==> config.mk <==
export PLATFORM = sky130hd
export DESIGN_NAME = pat_master
export DESIGN_NICKNAME = d
export VERILOG_FILES = /design/src/hdl/pat_pkg.sv /design/src/hdl/pat_master.sv
export VERILOG_INCLUDE_DIRS = /design/src /design/src/hdl
export SDC_FILE = /design/constraint.sdc
export NUM_CORES = 1
export LEC_CHECK = 0
export CORE_MARGIN = 5
export CORE_UTILIZATION = 50
export DETAILED_ROUTE_END_ITERATION = 10
export DONT_BUFFER_PORTS = 1
export GPL_TIMING_DRIVEN = 1
export PLACE_DENSITY_LB_ADDON = 0.05
export SYNTH_ARGS = -nofsm -noshare
export SYNTH_HDL_FRONTEND = slang
export SYNTH_SLANG_ARGS = --single-unit
export TNS_END_PERCENT = 30
==> constraint.sdc <==
create_clock -name clk -period 6.2 [get_ports clk]
set_input_delay 0.31 -clock clk [delete_from_list [all_inputs] [get_ports clk]]
set_output_delay 0.31 -clock clk [all_outputs]
set_load 0.02 [all_outputs]
==> src/hdl/pat_regs.svh <==
// Purpose: register map, field positions and reset values of the protection master
// Assumes: APB slave with 32-bit data, one aligned word per register
// Notes: stage configuration words sit at consecutive words from the stage base
`ifndef PAT_REGS_SVH
`define PAT_REGS_SVH

`define PAT_NST 4
`define PAT_AW 8

`define PAT_ADDR_MASTER 8'h00
`define PAT_ADDR_STATUS 8'h04
`define PAT_ADDR_STAGE_STATE 8'h08
`define PAT_ADDR_STAGE_BASE 8'h10

`define PAT_MST_FUNC 0
`define PAT_MST_EXT_PERMIT 1
`define PAT_MST_TRIP_PERMIT 2
`define PAT_MST_INHIBIT 3
`define PAT_MST_W 4
`define PAT_MST_RESET 4'h1

`define PAT_CFG_ENABLE 0
`define PAT_CFG_EXT_PERMIT 1
`define PAT_CFG_TRIP_PERMIT 2
`define PAT_CFG_INHIBIT 3
`define PAT_CFG_SUPERV 4
`define PAT_CFG_PHASE 5
`define PAT_CFG_GROUND 6
`define PAT_CFG_DLY_LO 16
`define PAT_CFG_DLY_HI 31
`define PAT_CFG_RESET 32'h0000_0000

`define PAT_ST_ALARM 0
`define PAT_ST_TRIP 1
`define PAT_ST_AL1 2
`define PAT_ST_AL2 3
`define PAT_ST_AL3 4
`define PAT_ST_TL1 5
`define PAT_ST_TL2 6
`define PAT_ST_TL3 7
`define PAT_ST_AG 8

`define PAT_SS_TRIP_LO 8
`define PAT_SS_CMD_LO 16

`define PAT_ZERO_WORD 32'h0000_0000
`define PAT_ZERO_DLY 16'h0000
`define PAT_ONE_DLY 16'h0001

`endif

==> src/hdl/pat_pkg.sv <==
// Purpose: shared types of the protection master
// Assumes: constants come from pat_regs.svh
// Notes: types only
`include "pat_regs.svh"
package pat_pkg;
	typedef logic [31:0] pat_word_t;
	typedef logic [`PAT_AW-1:0] pat_addr_t;
	typedef logic [15:0] pat_delay_t;
	typedef logic [`PAT_NST-1:0] pat_stages_t;
endpackage : pat_pkg

==> src/hdl/pat_master.sv <==
// Purpose: protection master, per-stage alarm/trip timing, collectives and trip commands
// Assumes: all inputs synchronous to clk; registers over APB
// Notes: every output comes from a flip-flop
//
// Notes on behaviour
// RULE_01 - master trip-block permitted and its input true suppresses every trip command
// RULE_02 - a stage detecting its fault criterion asserts its own alarm
// RULE_03 - general alarm is the OR of all reporting stage alarms
// RULE_04 - stage trip only when fault persists past the full stage delay
// RULE_05 - general trip is the OR of all reporting stage trips
// RULE_06 - stage trip command needs trip and no block; absent when supervision-only
// RULE_07 - per-phase collective alarm ORs stage alarms of that phase
// RULE_08 - per-phase collective trip ORs stage trips of that phase
// RULE_09 - only single-phase capable, non-supervision stages feed phase collectives
// RULE_10 - ground stage alarms also feed a separate ground collective alarm
// RULE_11 - supervision-only stage feeds no collective and never commands the breaker
// RULE_12 - master function inactive disables all alarms, trips and commands
// RULE_13 - each module has an enable; while off, the module stays off
// RULE_14 - stage permanent inhibit never lets its trip command out
// RULE_15 - master external block permitted blocks all protection while input active
// RULE_16 - module blocked only while either block input active and permitted
// RULE_17 - stage trip-block permitted suppresses its command while input active
// RULE_18 - the trip manager opens only the breakers assigned to a command
// RULE_19 - fault lost before delay clears alarm and restarts timer next time
// RULE_20 - blocked or disabled modules drive nothing and feed no collective
`timescale 1ns/1ps
`include "pat_regs.svh"

module pat_master (
	// clock and reset
	input wire logic clk,
	input wire logic arst_n,
	// apb slave
	input wire logic psel,
	input wire logic penable,
	input wire logic pwrite,
	input wire pat_pkg::pat_addr_t paddr,
	input wire pat_pkg::pat_word_t pwdata,
	input wire logic [3:0] pstrb,
	output logic pready,
	output pat_pkg::pat_word_t prdata,
	output logic pslverr,
	// master blocking inputs
	input wire logic ext_block_input_one,
	input wire logic ext_block_input_two,
	input wire logic trip_block_input,
	// per-stage fault criteria and blocking inputs
	input wire pat_pkg::pat_stages_t stage_fault_l1,
	input wire pat_pkg::pat_stages_t stage_fault_l2,
	input wire pat_pkg::pat_stages_t stage_fault_l3,
	input wire pat_pkg::pat_stages_t stage_ext_block_input_one,
	input wire pat_pkg::pat_stages_t stage_ext_block_input_two,
	input wire pat_pkg::pat_stages_t stage_trip_block_input,
	// per-stage outputs
	output pat_pkg::pat_stages_t stage_alarm,
	output pat_pkg::pat_stages_t stage_trip,
	output pat_pkg::pat_stages_t trip_command_out,
	// master collectives
	output logic general_alarm,
	output logic general_trip,
	output logic alarm_l1,
	output logic alarm_l2,
	output logic alarm_l3,
	output logic trip_l1,
	output logic trip_l2,
	output logic trip_l3,
	output logic alarm_ground
);
	import pat_pkg::*;

	logic [`PAT_MST_W-1:0] master_reg;
	pat_word_t stage_cfg_reg [`PAT_NST];
	pat_delay_t cnt_reg [`PAT_NST];
	pat_delay_t cnt_next [`PAT_NST];
	logic pready_reg;

	pat_stages_t alarm_next;
	pat_stages_t trip_next;
	pat_stages_t cmd_next;
	logic [2:0] phase_alarm_next;
	logic [2:0] phase_trip_next;
	logic gen_alarm_next;
	logic gen_trip_next;
	logic ground_next;
	pat_word_t rdata_next;
	logic err_next;

	// index of a stage configuration word, or -1 if not a stage address
	function automatic int stage_index(input pat_addr_t a);
		int k;
		stage_index = -1;
		for (k = 0; k < `PAT_NST; k++) begin
			if (a == `PAT_AW'(`PAT_ADDR_STAGE_BASE + 4 * k)) begin
				stage_index = k;
			end
		end
	endfunction : stage_index

	// delay field of a stage configuration word
	function automatic pat_delay_t cfg_delay(input pat_word_t w);
		cfg_delay = w[`PAT_CFG_DLY_HI:`PAT_CFG_DLY_LO];
	endfunction : cfg_delay

	// byte-lane merge of a write into a stored word
	function automatic pat_word_t lane_merge(input pat_word_t old, input pat_word_t nw,
			input logic [3:0] strb);
		int b;
		lane_merge = old;
		for (b = 0; b < 4; b++) begin
			if (strb[b]) begin
				lane_merge[b*8 +: 8] = nw[b*8 +: 8];
			end
		end
	endfunction : lane_merge

	// stage logic and collectives
	always_comb begin
		logic master_on;
		logic master_cmd_ok;
		logic active;
		logic fault;
		logic elapsed;
		logic reports;
		logic phased;
		logic cmd_ok;
		pat_word_t c;
		master_on = 1'b0;
		master_cmd_ok = 1'b0;
		active = 1'b0;
		fault = 1'b0;
		elapsed = 1'b0;
		reports = 1'b0;
		phased = 1'b0;
		cmd_ok = 1'b0;
		c = `PAT_ZERO_WORD;
		alarm_next = '0;
		trip_next = '0;
		cmd_next = '0;
		phase_alarm_next = '0;
		phase_trip_next = '0;
		gen_alarm_next = 1'b0;
		gen_trip_next = 1'b0;
		ground_next = 1'b0;
		master_on = master_reg[`PAT_MST_FUNC] // see RULE_12
			& ~(master_reg[`PAT_MST_EXT_PERMIT]
			& (ext_block_input_one | ext_block_input_two)); // see RULE_15
		master_cmd_ok = ~master_reg[`PAT_MST_INHIBIT]
			& ~(master_reg[`PAT_MST_TRIP_PERMIT] & trip_block_input); // see RULE_01
		for (int i = 0; i < `PAT_NST; i++) begin
			c = stage_cfg_reg[i];
			cnt_next[i] = `PAT_ZERO_DLY;
			active = master_on & c[`PAT_CFG_ENABLE] // see RULE_13
				& ~(c[`PAT_CFG_EXT_PERMIT] & (stage_ext_block_input_one[i]
				| stage_ext_block_input_two[i])); // see RULE_16
			fault = active & (stage_fault_l1[i] | stage_fault_l2[i] | stage_fault_l3[i]);
			elapsed = cnt_reg[i] >= cfg_delay(c);
			if (fault && !elapsed) begin
				cnt_next[i] = cnt_reg[i] + `PAT_ONE_DLY;
			end else if (fault) begin
				cnt_next[i] = cnt_reg[i];
			end // else timer restarts from zero, see RULE_19
			alarm_next[i] = fault; // see RULE_02, RULE_19, RULE_20
			trip_next[i] = fault & elapsed; // see RULE_04
			cmd_ok = ~c[`PAT_CFG_SUPERV] & ~c[`PAT_CFG_INHIBIT] // see RULE_11, RULE_14
				& ~(c[`PAT_CFG_TRIP_PERMIT] & stage_trip_block_input[i]); // see RULE_17
			cmd_next[i] = trip_next[i] & cmd_ok & master_cmd_ok; // see RULE_06, RULE_01
			reports = ~c[`PAT_CFG_SUPERV]; // see RULE_11
			phased = reports & c[`PAT_CFG_PHASE]; // see RULE_09
			gen_alarm_next = gen_alarm_next | (reports & alarm_next[i]); // see RULE_03
			gen_trip_next = gen_trip_next | (reports & trip_next[i]); // see RULE_05
			ground_next = ground_next
				| (reports & c[`PAT_CFG_GROUND] & alarm_next[i]); // see RULE_10
			if (phased) begin
				phase_alarm_next = phase_alarm_next | ({stage_fault_l3[i],
					stage_fault_l2[i], stage_fault_l1[i]} & {3{alarm_next[i]}}); // see RULE_07
				phase_trip_next = phase_trip_next | ({stage_fault_l3[i],
					stage_fault_l2[i], stage_fault_l1[i]} & {3{trip_next[i]}}); // see RULE_08
			end
		end
	end

	// timers
	always_ff @(posedge clk or negedge arst_n) begin
		if (!arst_n) begin
			for (int i = 0; i < `PAT_NST; i++) begin
				cnt_reg[i] <= `PAT_ZERO_DLY;
			end
		end else begin
			for (int i = 0; i < `PAT_NST; i++) begin
				cnt_reg[i] <= cnt_next[i];
			end
		end
	end

	// stage and collective outputs
	always_ff @(posedge clk or negedge arst_n) begin
		if (!arst_n) begin
			stage_alarm <= '0;
			stage_trip <= '0;
			trip_command_out <= '0;
			general_alarm <= 1'b0;
			general_trip <= 1'b0;
			alarm_l1 <= 1'b0;
			alarm_l2 <= 1'b0;
			alarm_l3 <= 1'b0;
			trip_l1 <= 1'b0;
			trip_l2 <= 1'b0;
			trip_l3 <= 1'b0;
			alarm_ground <= 1'b0;
		end else begin
			stage_alarm <= alarm_next;
			stage_trip <= trip_next;
			trip_command_out <= cmd_next;
			general_alarm <= gen_alarm_next;
			general_trip <= gen_trip_next;
			alarm_l1 <= phase_alarm_next[0];
			alarm_l2 <= phase_alarm_next[1];
			alarm_l3 <= phase_alarm_next[2];
			trip_l1 <= phase_trip_next[0];
			trip_l2 <= phase_trip_next[1];
			trip_l3 <= phase_trip_next[2];
			alarm_ground <= ground_next;
		end
	end

	// read mux and error decode
	always_comb begin
		int k;
		k = stage_index(paddr);
		rdata_next = `PAT_ZERO_WORD;
		err_next = 1'b0;
		if (paddr == `PAT_ADDR_MASTER) begin
			rdata_next[`PAT_MST_W-1:0] = master_reg;
		end else if (paddr == `PAT_ADDR_STATUS) begin
			rdata_next[`PAT_ST_ALARM] = general_alarm;
			rdata_next[`PAT_ST_TRIP] = general_trip;
			rdata_next[`PAT_ST_AL1] = alarm_l1;
			rdata_next[`PAT_ST_AL2] = alarm_l2;
			rdata_next[`PAT_ST_AL3] = alarm_l3;
			rdata_next[`PAT_ST_TL1] = trip_l1;
			rdata_next[`PAT_ST_TL2] = trip_l2;
			rdata_next[`PAT_ST_TL3] = trip_l3;
			rdata_next[`PAT_ST_AG] = alarm_ground;
		end else if (paddr == `PAT_ADDR_STAGE_STATE) begin
			rdata_next[`PAT_NST-1:0] = stage_alarm;
			rdata_next[`PAT_SS_TRIP_LO +: `PAT_NST] = stage_trip;
			rdata_next[`PAT_SS_CMD_LO +: `PAT_NST] = trip_command_out;
		end else if (k >= 0) begin
			rdata_next = stage_cfg_reg[k];
		end else begin
			err_next = 1'b1;
		end
	end

	// apb handshake: one access cycle, answer registered at setup
	always_ff @(posedge clk or negedge arst_n) begin
		if (!arst_n) begin
			pready_reg <= 1'b0;
			prdata <= `PAT_ZERO_WORD;
			pslverr <= 1'b0;
		end else begin
			pready_reg <= psel & ~penable & ~pready_reg;
			if (psel && !penable) begin
				prdata <= pwrite ? `PAT_ZERO_WORD : rdata_next;
				pslverr <= err_next;
			end else if (pready_reg) begin
				prdata <= `PAT_ZERO_WORD;
				pslverr <= 1'b0;
			end
		end
	end

	assign pready = pready_reg;

	// master settings write
	always_ff @(posedge clk or negedge arst_n) begin
		if (!arst_n) begin
			master_reg <= `PAT_MST_RESET;
		end else if (psel && penable && pready_reg && pwrite && pstrb[0]
				&& paddr == `PAT_ADDR_MASTER) begin
			master_reg <= pwdata[`PAT_MST_W-1:0];
		end
	end

	// stage settings write
	always_ff @(posedge clk or negedge arst_n) begin
		if (!arst_n) begin
			for (int i = 0; i < `PAT_NST; i++) begin
				stage_cfg_reg[i] <= `PAT_CFG_RESET;
			end
		end else if (psel && penable && pready_reg && pwrite) begin
			for (int i = 0; i < `PAT_NST; i++) begin
				if (stage_index(paddr) == i) begin
					stage_cfg_reg[i] <= lane_merge(stage_cfg_reg[i], pwdata, pstrb);
				end
			end
		end
	end

endmodule : pat_master

* After elaboration in Yosys (flattened, before gate mapping)
Cells that the tools add are included.
** Word-level totals
- Flip-flop bits (word level) :: 251
- Word-level logic and storage cells :: 261
** Cells by class
- Add/sub/neg operators :: 4
- Order comparisons :: 6
- Eq/ne operators :: 13
- Muxes and demuxes :: 44
- Bitwise logic cells :: 124
- Reductions and logical operators :: 34
** Operators by type and width (number)
- $mux W32 :: 11
- $mux W16 :: 8
- $and A1 B1 Y1 :: 66
- $add A16 B1 Y16 const B :: 4
- $bmux W32 S2 :: 1
- $eq A32 B3 Y1 const B :: 2
- $ge A16 B16 Y1 :: 4
- $reduce_and A3 Y1 :: 16
- $eq A32 B2 Y1 const B :: 1
- $eq A8 B5 Y1 const B :: 4
- $ge A32 B1 Y1 const B :: 1
- $ge A32 B3 Y1 const B :: 1
- $logic_not A32 Y1 :: 1
- $not A32 Y32 :: 1
- $mux W28 :: 1
- $and A3 B3 Y3 :: 8
- $mux W3 :: 8
- $mux W4 :: 6
- $mux W23 :: 1
- $or A1 B1 Y1 :: 22
- $not A1 Y1 :: 21
- $or A3 B3 Y3 :: 6
- $mux W12 :: 1
- $logic_and A1 B1 Y1 :: 10
- other kinds (8) :: 20

* Depth between registers and ports, before layout
Gate-level depths: netlist (run 1).
- Word-level depth :: 16
- Mapped depth :: 10
- Gate-level depth less buffers :: 8

* Least setup slack after synthesis (run 1)
Ideal clock, no wire load.
- Path type :: register to register
- From :: register cnt_reg[10] (netlist name)
- To :: register cnt_reg[2] (netlist name)
- Arrival time :: 2.404 ns
- Required time :: 6.122 ns
- Setup slack :: 3.718 ns
- Stages on the path, launching flop included :: 9
- Buffers on the path :: 1
- Clock period less this slack :: 2.482 ns
- Path through :: dfrtp_1 ha_1 a21o_1 a221oi_1 a21boi_0 a311oi_1 clkbuf_1 or4_1 a21oi_1
** On the way
- Word-level cells in the longest chain between the ends :: 4
- Elaborated cells on any way between the ends :: 5
** RTL lines
- from (decl) :: line pat_master.sv:73 : pat_delay_t cnt_reg [`PAT_NST];
- from (signal, indexed assignment) :: line pat_master.sv:186 : cnt_reg[i] <= `PAT_ZERO_DLY;
- from (signal, indexed assignment) :: line pat_master.sv:190 : cnt_reg[i] <= cnt_next[i];
- $ge A16 B16 Y1 (*) :: line pat_master.sv:156 : elapsed = cnt_reg[i] >= cfg_delay(c);
- $logic_not A1 Y1 (*) :: line pat_master.sv:157 : if (fault && !elapsed) begin
- $logic_and A1 B1 Y1 (*) :: line pat_master.sv:157
- $ne A2 B1 Y1 (no line) or $mux W16 (tied branches)
Every way passes the cells marked *; elsewhere a longest branch is shown, timed or not.
A chain may end at the register's enable or synchronous reset.

* Worst setup path after layout (run 1)
- From :: register cnt_reg[25] (netlist name)
- To :: register cnt_reg[31] (netlist name)
** On the way
- Word-level cells in the longest chain between the ends :: 4
- Elaborated cells on any way between the ends :: 6
** RTL lines (line)
- $ge A16 B16 Y1 :: pat_master.sv:156
- $logic_not A1 Y1 :: pat_master.sv:157
- $logic_and A1 B1 Y1 :: pat_master.sv:157
- $ne A2 B1 Y1 (no line) or $mux W16 (tied branches)
Parallel ways exist; a longest one is shown, timed or not.

==> out/results.txt, run 1 <==
Status: complete, but fails checks
Failing checks: negative hold slack
CP top delay family: compound AO/OA/AOI/OAI gates
CTS sink count: 251
Post-detail-place hpwl: 26.9 mm
Total track usage: 25.0%
Core Rows: 59
Final min period: 3.11 ns
Critical path cell sequence: ha_1 -> and3_1 -> a221oi_1 -> a21boi_0 -> a311oi_4 -> or4_1 -> a21oi_1
Count of yosys warnings during synthesis: 0
Leakage: 6.89 nW
GR Overflow Total: 0
Final instance area: 0.0149 mm^2
Async set-reset flop share out of synthesis: 100%
CTS tree: done
DRC Markers: 0
Worst skew pair latency: 0.54 ns
Power Total: 3.44 mW
Post-CTS sizing: 0
Placed cell area: 0.0136 mm^2
RSZ-0062 raised after global routing: false
Initial Utilization: 50.8%
Cts hold-fix bufs: 40
Hold slack: -0.129 ns
Worst Setup End Kind: register
Pin count of the biggest net entering global routing: 252
Mapped Cells: 1243
Layout cells sized above 1: 15.2%
Commonest non-fill, non-tap cell in the layout: dfrtp_1
Dpl ws: 3.08 ns
Min-delay worst type: input port to async pin
DR WL/cell: 23.5 um
Worst-case reg-to-reg path depth: 7
Seq/Total Area, Yosys: 47.3%
CP max-delay cell: or4_1
Clock-pin transition on the worst setup and hold timing paths: 0.07 ns
Worst VDD drop: 215 uV
Core ar.: 0.0261 mm^2
Die Width: 173 um
R2R Path End: cnt_reg[31]$_DFFE_PN0P_
Syn_nets: 1387
Worst-margin pin slew: 1.31 ns
Post-route clock period utilization: 50.2%
Post-Route WL: 37.9 mm
Startpoint Class: register
1st-pass router iterations: 5
Max reg flops: 128
Flop-to-flop setup slack: 3.09 ns
Max Transition Viols Final: 0
Final Hold Viols: 56
Most frequent cells in the layout: dfrtp_1, nand2_1, inv_1
Fmax: 321 MHz
Arr. time, crit path: 3.56 ns
Clock tree buffer depth: 3
Setup tns final: 0 ns
Number of global-route vias before repair: 9948
Relative slew slack: 12.6%
Detailed router's first-iteration violation count: 648
Area Growth Syn to Fin: 12.3%
ANT nets after route: 0
Mean Syn Cell Area: 10.7 um^2
Setup CP Type: register to register
FF-to-FF Start: cnt_reg[25]$_DFFE_PN0P_
First-pass GRT wire length: 60.0 mm
GPL Wtd Cong: 0.892
Clock skew: 0.0270 ns
Post-synth EDFFs: 0
Antenna violations before repair: 1
Pwr dens: 231 mW/mm^2
Unique masters post-synth: 60
CTS root buf: clkbuf_16
Die area: 0.0299 mm^2
Worst Path Max Fanout: 32
CTS H-tree depth: 1
Worst setup margin: 3.09 ns
# setup viols final: 0
Vias: 10078
WP buf/inv: 0
Postcts setup bufs: 0
Largest stage delay, worst path: 0.62 ns
Post-Synthesis Cell Area: 0.0133 mm^2
Final Net Count: 1402
Via density: 6.24
Post-synthesis register bit count: 251
CTS buffer count: 27
IO Count: 131
Synth Flop Type: dfrtp_1
Height of the die: 173 um
Number of port buffers: 0
Max-Cap Viols: 0
Req. time, crit path: 6.65 ns
## Yosys cell counts, drive strengths merged, types with 5 or more instances
master | count | area [um^2]
o21ai | 85 | 425
mux2 | 91 | 1040
or3 | 6 | 42.5
dfrtp | 250 | 6260
a222oi | 9 | 90.1
o211ai | 5 | 37.5
a21oi | 77 | 385
o31ai | 43 | 323
o41ai | 5 | 43.8
and4 | 5 | 43.8
nor3 | 15 | 85.1
a221oi | 8 | 70.1
nand2 | 106 | 398
clkbuf | 52 | 195
ha | 68 | 851
mux2i | 17 | 170
a22o | 15 | 131
a21o | 16 | 120
inv | 89 | 334
nand4 | 21 | 131
nand2b | 15 | 93.8
mux4 | 27 | 608
nand3 | 44 | 220
a221o | 5 | 50.1
or4 | 44 | 330
nor2 | 35 | 146
and3 | 19 | 119
or2 | 6 | 37.5
nor4 | 8 | 50.1
buf | 10 | 55.1
## worst register-to-register path, cell delays in order, from the launching register on
cell,delay [ns]
dfrtp_1,0.44
ha_1,0.28
and3_1,0.19
a221oi_1,0.54
a21boi_0,0.53
a311oi_4,0.25
or4_1,0.62
a21oi_1,0.17
## logic make-up after synthesis
kind of cell	count (synthesis)	synth area share [%]
mux	135	13.7
flops	251	47.3
fa+ha+maj	68	6.40
simple gates	339	13.7
buf+inv	151	4.40
compound gates	299	14.5
## metal layers
layer  track usage, %  part of all wire [%]  up-vias
li1                 -                     -     4676
met1             35.5                    45     5038
met2             39.3                    46      304
met4             7.95                   3.2        0
met5                0                     0        -
met3             4.41                   5.8       60
## power breakdown
group / internal [mW] / switching [mW] / total (mW)
Combinational: 0.0291 / 0.0657 / 0.0949
Clock: 1.01 / 0.686 / 1.70
Sequential: 1.64 / 0.00545 / 1.65
## per-stage QoR
stage / util (%) / cells
floorplan: - / 1243
global placement: 51.9 / 1524
detailed placement: 51.9 / 1524
CTS: 57.1 / 1613
global route: 57.1 / 1613
finish: 57.1 / 1614
## layout make-up
class / count / area (um^2)
clock buffers: 34 / 742
fillers: 2274 / 11200
well taps: 335 / 419
flip-flops and latches: 251 / 6280
inverters: 89 / 334
diodes: 1 / 2.50
clock inverters: 15 / 191
multi-input cells: 841 / 6480
repair buffers: 48 / 478
## how the worst max path moves through the flow
stage | start | endpoint | depth (start not counted)
final | cnt_reg[25]$_DFFE_PN0P_ | cnt_reg[31]$_DFFE_PN0P_ | 7
after global routing | cnt_reg[25]$_DFFE_PN0P_ | cnt_reg[27]$_DFFE_PN0P_ | 7
after CTS | cnt_reg[25]$_DFFE_PN0P_ | cnt_reg[27]$_DFFE_PN0P_ | 7
after detailed placement | paddr[5] | stage_cfg_reg[102]$_DFFE_PN0P_ | 5
after global placement | cnt_reg[26]$_DFFE_PN0P_ | cnt_reg[29]$_DFFE_PN0P_ | 7
after floorplan | cnt_reg[10]$_DFFE_PN0P_ | cnt_reg[2]$_DFFE_PN0P_ | 8
(Power assumes the default switching activity.)
==> inputs of run 2 (changes only) <==
- clock period: 6.2 -> 2.5 ns (I/O delays scaled with it)
==> out/results.txt, run 2 (synthesized netlist as in run 1, its figures left out) <==
Worst-margin pin slew: 0.830 ns (-0.480 ns)
Clock-pin transition on the worst setup and hold timing paths: 0.06 ns (about the same)
Most frequent cells in the layout: dfrtp_1, buf_4, nand2_1
CTS H-tree depth: 1 (unchanged)
Number of fill cells: 2117 (-6.9%)
Hold slack: -0.717 ns (-0.588 ns)
CTS root buf: clkbuf_16
ANT nets after route: 0 (unchanged)
Vias: 11149 (+11%)
CP max-delay cell: or4_1
Setup tns final: -0.000432 ns (-0.000432 ns)
Final min period: 2.50 ns (-0.612 ns)
RSZ-0062 raised after global routing: true
Max Transition Viols Final: 0 (unchanged)
Core ar.: 0.0261 mm^2 (unchanged)
DRC Markers: 0 (unchanged)
Total track usage: 26.6% (+1.6 points)
Worst skew pair latency: 0.55 ns (about the same)
Largest stage delay, worst path: 0.46 ns (-0.16 ns)
Post-route clock period utilization: 100% (+50 points)
Cell count along the critical path: 8 (+1)
Pin count of the biggest net entering global routing: 252 (unchanged)
CTS buffer count: 28 (+3.7%)
Fmax: 400 MHz (+24%)
Startpoint Class: register
Pwr dens: 523 mW/mm^2 (+130%)
Final Hold Viols: 251 (+350%)
FF-to-FF Start: cnt_reg[51]$_DFFE_PN0P_
GR Overflow Total: 0 (unchanged)
Number of port buffers: 0 (unchanged)
Worst VDD drop: 488 uV (+130%)
Die Width: 173 um (unchanged)
CTS tree: done
Failing checks: negative hold slack, negative setup slack
CP top delay family: compound AO/OA/AOI/OAI gates
Arr. time, crit path: 2.97 ns (-0.59 ns)
GPL Wtd Cong: 0.893 (+0.11%)
WP buf/inv: 2 (+2)
Flop-to-flop setup slack: -0.0004 ns (-3.09 ns)
CTS sink count: 251 (unchanged)
Post-Route WL: 41.5 mm (+9.5%)
Initial Utilization: 50.8% (unchanged)
Final Net Count: 1567 (+12%)
Critical path cell sequence: ha_1 -> a22o_1 -> o41ai_4 -> buf_4 -> a311oi_4 -> buf_4 -> or4_1 -> a21oi_1
Number of global-route vias before repair: 10964 (+10%)
Post-detail-place hpwl: 28.9 mm (+7.1%)
Worst-case reg-to-reg path depth: 8 (+1)
Leakage: 7.92 nW (+15%)
Worst setup margin: -0.000432 ns (-3.09 ns)
Via density: 6.26 (+0.31%)
DR WL/cell: 23.3 um (-0.72%)
Max-Cap Viols: 0 (unchanged)
Req. time, crit path: 2.97 ns (-3.68 ns)
Layout cells sized above 1: 27.4% (+12 points)
Core Rows: 59 (unchanged)
Worst Setup End Kind: register
Min-delay worst type: input port to async pin
Die area: 0.0299 mm^2 (unchanged)
Clock tree buffer depth: 3 (unchanged)
1st-pass router iterations: 6 (+1)
Antenna violations before repair: 0 (-1)
R2R Path End: cnt_reg[50]$_DFFE_PN0P_
Clock skew: 0.0150 ns (-0.0120 ns)
Setup CP Type: register to register
Cts hold-fix bufs: 60 (+50%)
Max reg flops: 128 (unchanged)
First-pass GRT wire length: 63.9 mm (+6.5%)
Area Growth Syn to Fin: 26.5%
# setup viols final: 1 (+1)
Worst Path Max Fanout: 5 (-84%)
IO Count: 131 (unchanged)
Detailed router's first-iteration violation count: 940 (+45%)
Relative slew slack: 44.7% (+32 points)
CP most frequent cell: buf_4
Height of the die: 173 um (unchanged)
Commonest non-fill, non-tap cell in the layout: dfrtp_1
Status: complete, but fails checks
Antenna cells: 0 (-1)
-- run 2: cell count changes in the layout (fill, tap and decap cells not counted), moves of 11 or more --
cell / previous run / this run
a21oi_2: 0 / 17
buf_4: 8 / 137
or4_1: 44 / 33
or4_4: 0 / 11
dlygate4sd3_1: 39 / 60
a21oi_1: 77 / 60
-- run 2: area by class of cell --
cell class	count	area, um^2	area share [%]
Sequential cell	251	6280	37.4
Clock buffer	39	813	4.84
Clock inverter	13	193	1.15
Inverter	89	334	1.99
Tap cell	335	419	2.49
Timing Repair Buffer	205	1770	10.5
Multi-Input combinational cell	848	7000	41.6
-- run 2: worst max path at each step --
| stage | end | from |
|---|---|---|
| after global routing | cnt_reg[50]$_DFFE_PN0P_ | cnt_reg[58]$_DFFE_PN0P_ |
| after detailed placement | cnt_reg[58]$_DFFE_PN0P_ | stage_cfg_reg[113]$_DFFE_PN0P_ |
| after CTS | cnt_reg[10]$_DFFE_PN0P_ | cnt_reg[0]$_DFFE_PN0P_ |
| after floorplan | cnt_reg[2]$_DFFE_PN0P_ | cnt_reg[10]$_DFFE_PN0P_ |
| after global placement | cnt_reg[56]$_DFFE_PN0P_ | stage_cfg_reg[113]$_DFFE_PN0P_ |
| final | cnt_reg[50]$_DFFE_PN0P_ | cnt_reg[51]$_DFFE_PN0P_ |
-- run 2: through the flow --
stage          power (mW)  area (um^2)  util (%)  std cells  worst slack (ns)
5_1_grt              9.07        16800      64.3       1780            -0.105
4_1_cts              8.86        16400      62.6       1769           -0.0152
3_5_place_dp         4.25        14600      55.8       1650            -0.296
2_1_floorplan        4.23        13300         -       1243            0.0183
6_report             8.79        16800      64.3       1780         -0.000432
3_3_place_gp         4.25        14600      55.8       1650            -0.259
-- run 2: power by group --
| part | internal [mW] | switching, mW | total [mW] |
|---|---|---|---|
| combinational | 0.0983 | 0.107 | 0.206 |
| sequential | 4.07 | 0.0114 | 4.08 |
| clock | 2.78 | 1.73 | 4.50 |
-- run 2: what timing repair did --
| item | CTS | global route |
|---|---|---|
| cloned | 3 | 4 |
| pin swaps | 10 | 32 |
| endpoints found under the hold margin | 403 | 251 |
| buffers inserted | 4 | 7 |
| setup endpoints to repair | 62 | 63 |
| gates resized for setup | 22 | 60 |
-- run 2: routing by layer --
layer  GRT usage (%)  up-vias  part of all wire, %
li1                -     5054                    -
met1            36.7     5638                   43
met2            44.4      385                   49
met3            4.87       72                  6.5
met4            5.72        0                  2.0
met5               0        -                    0
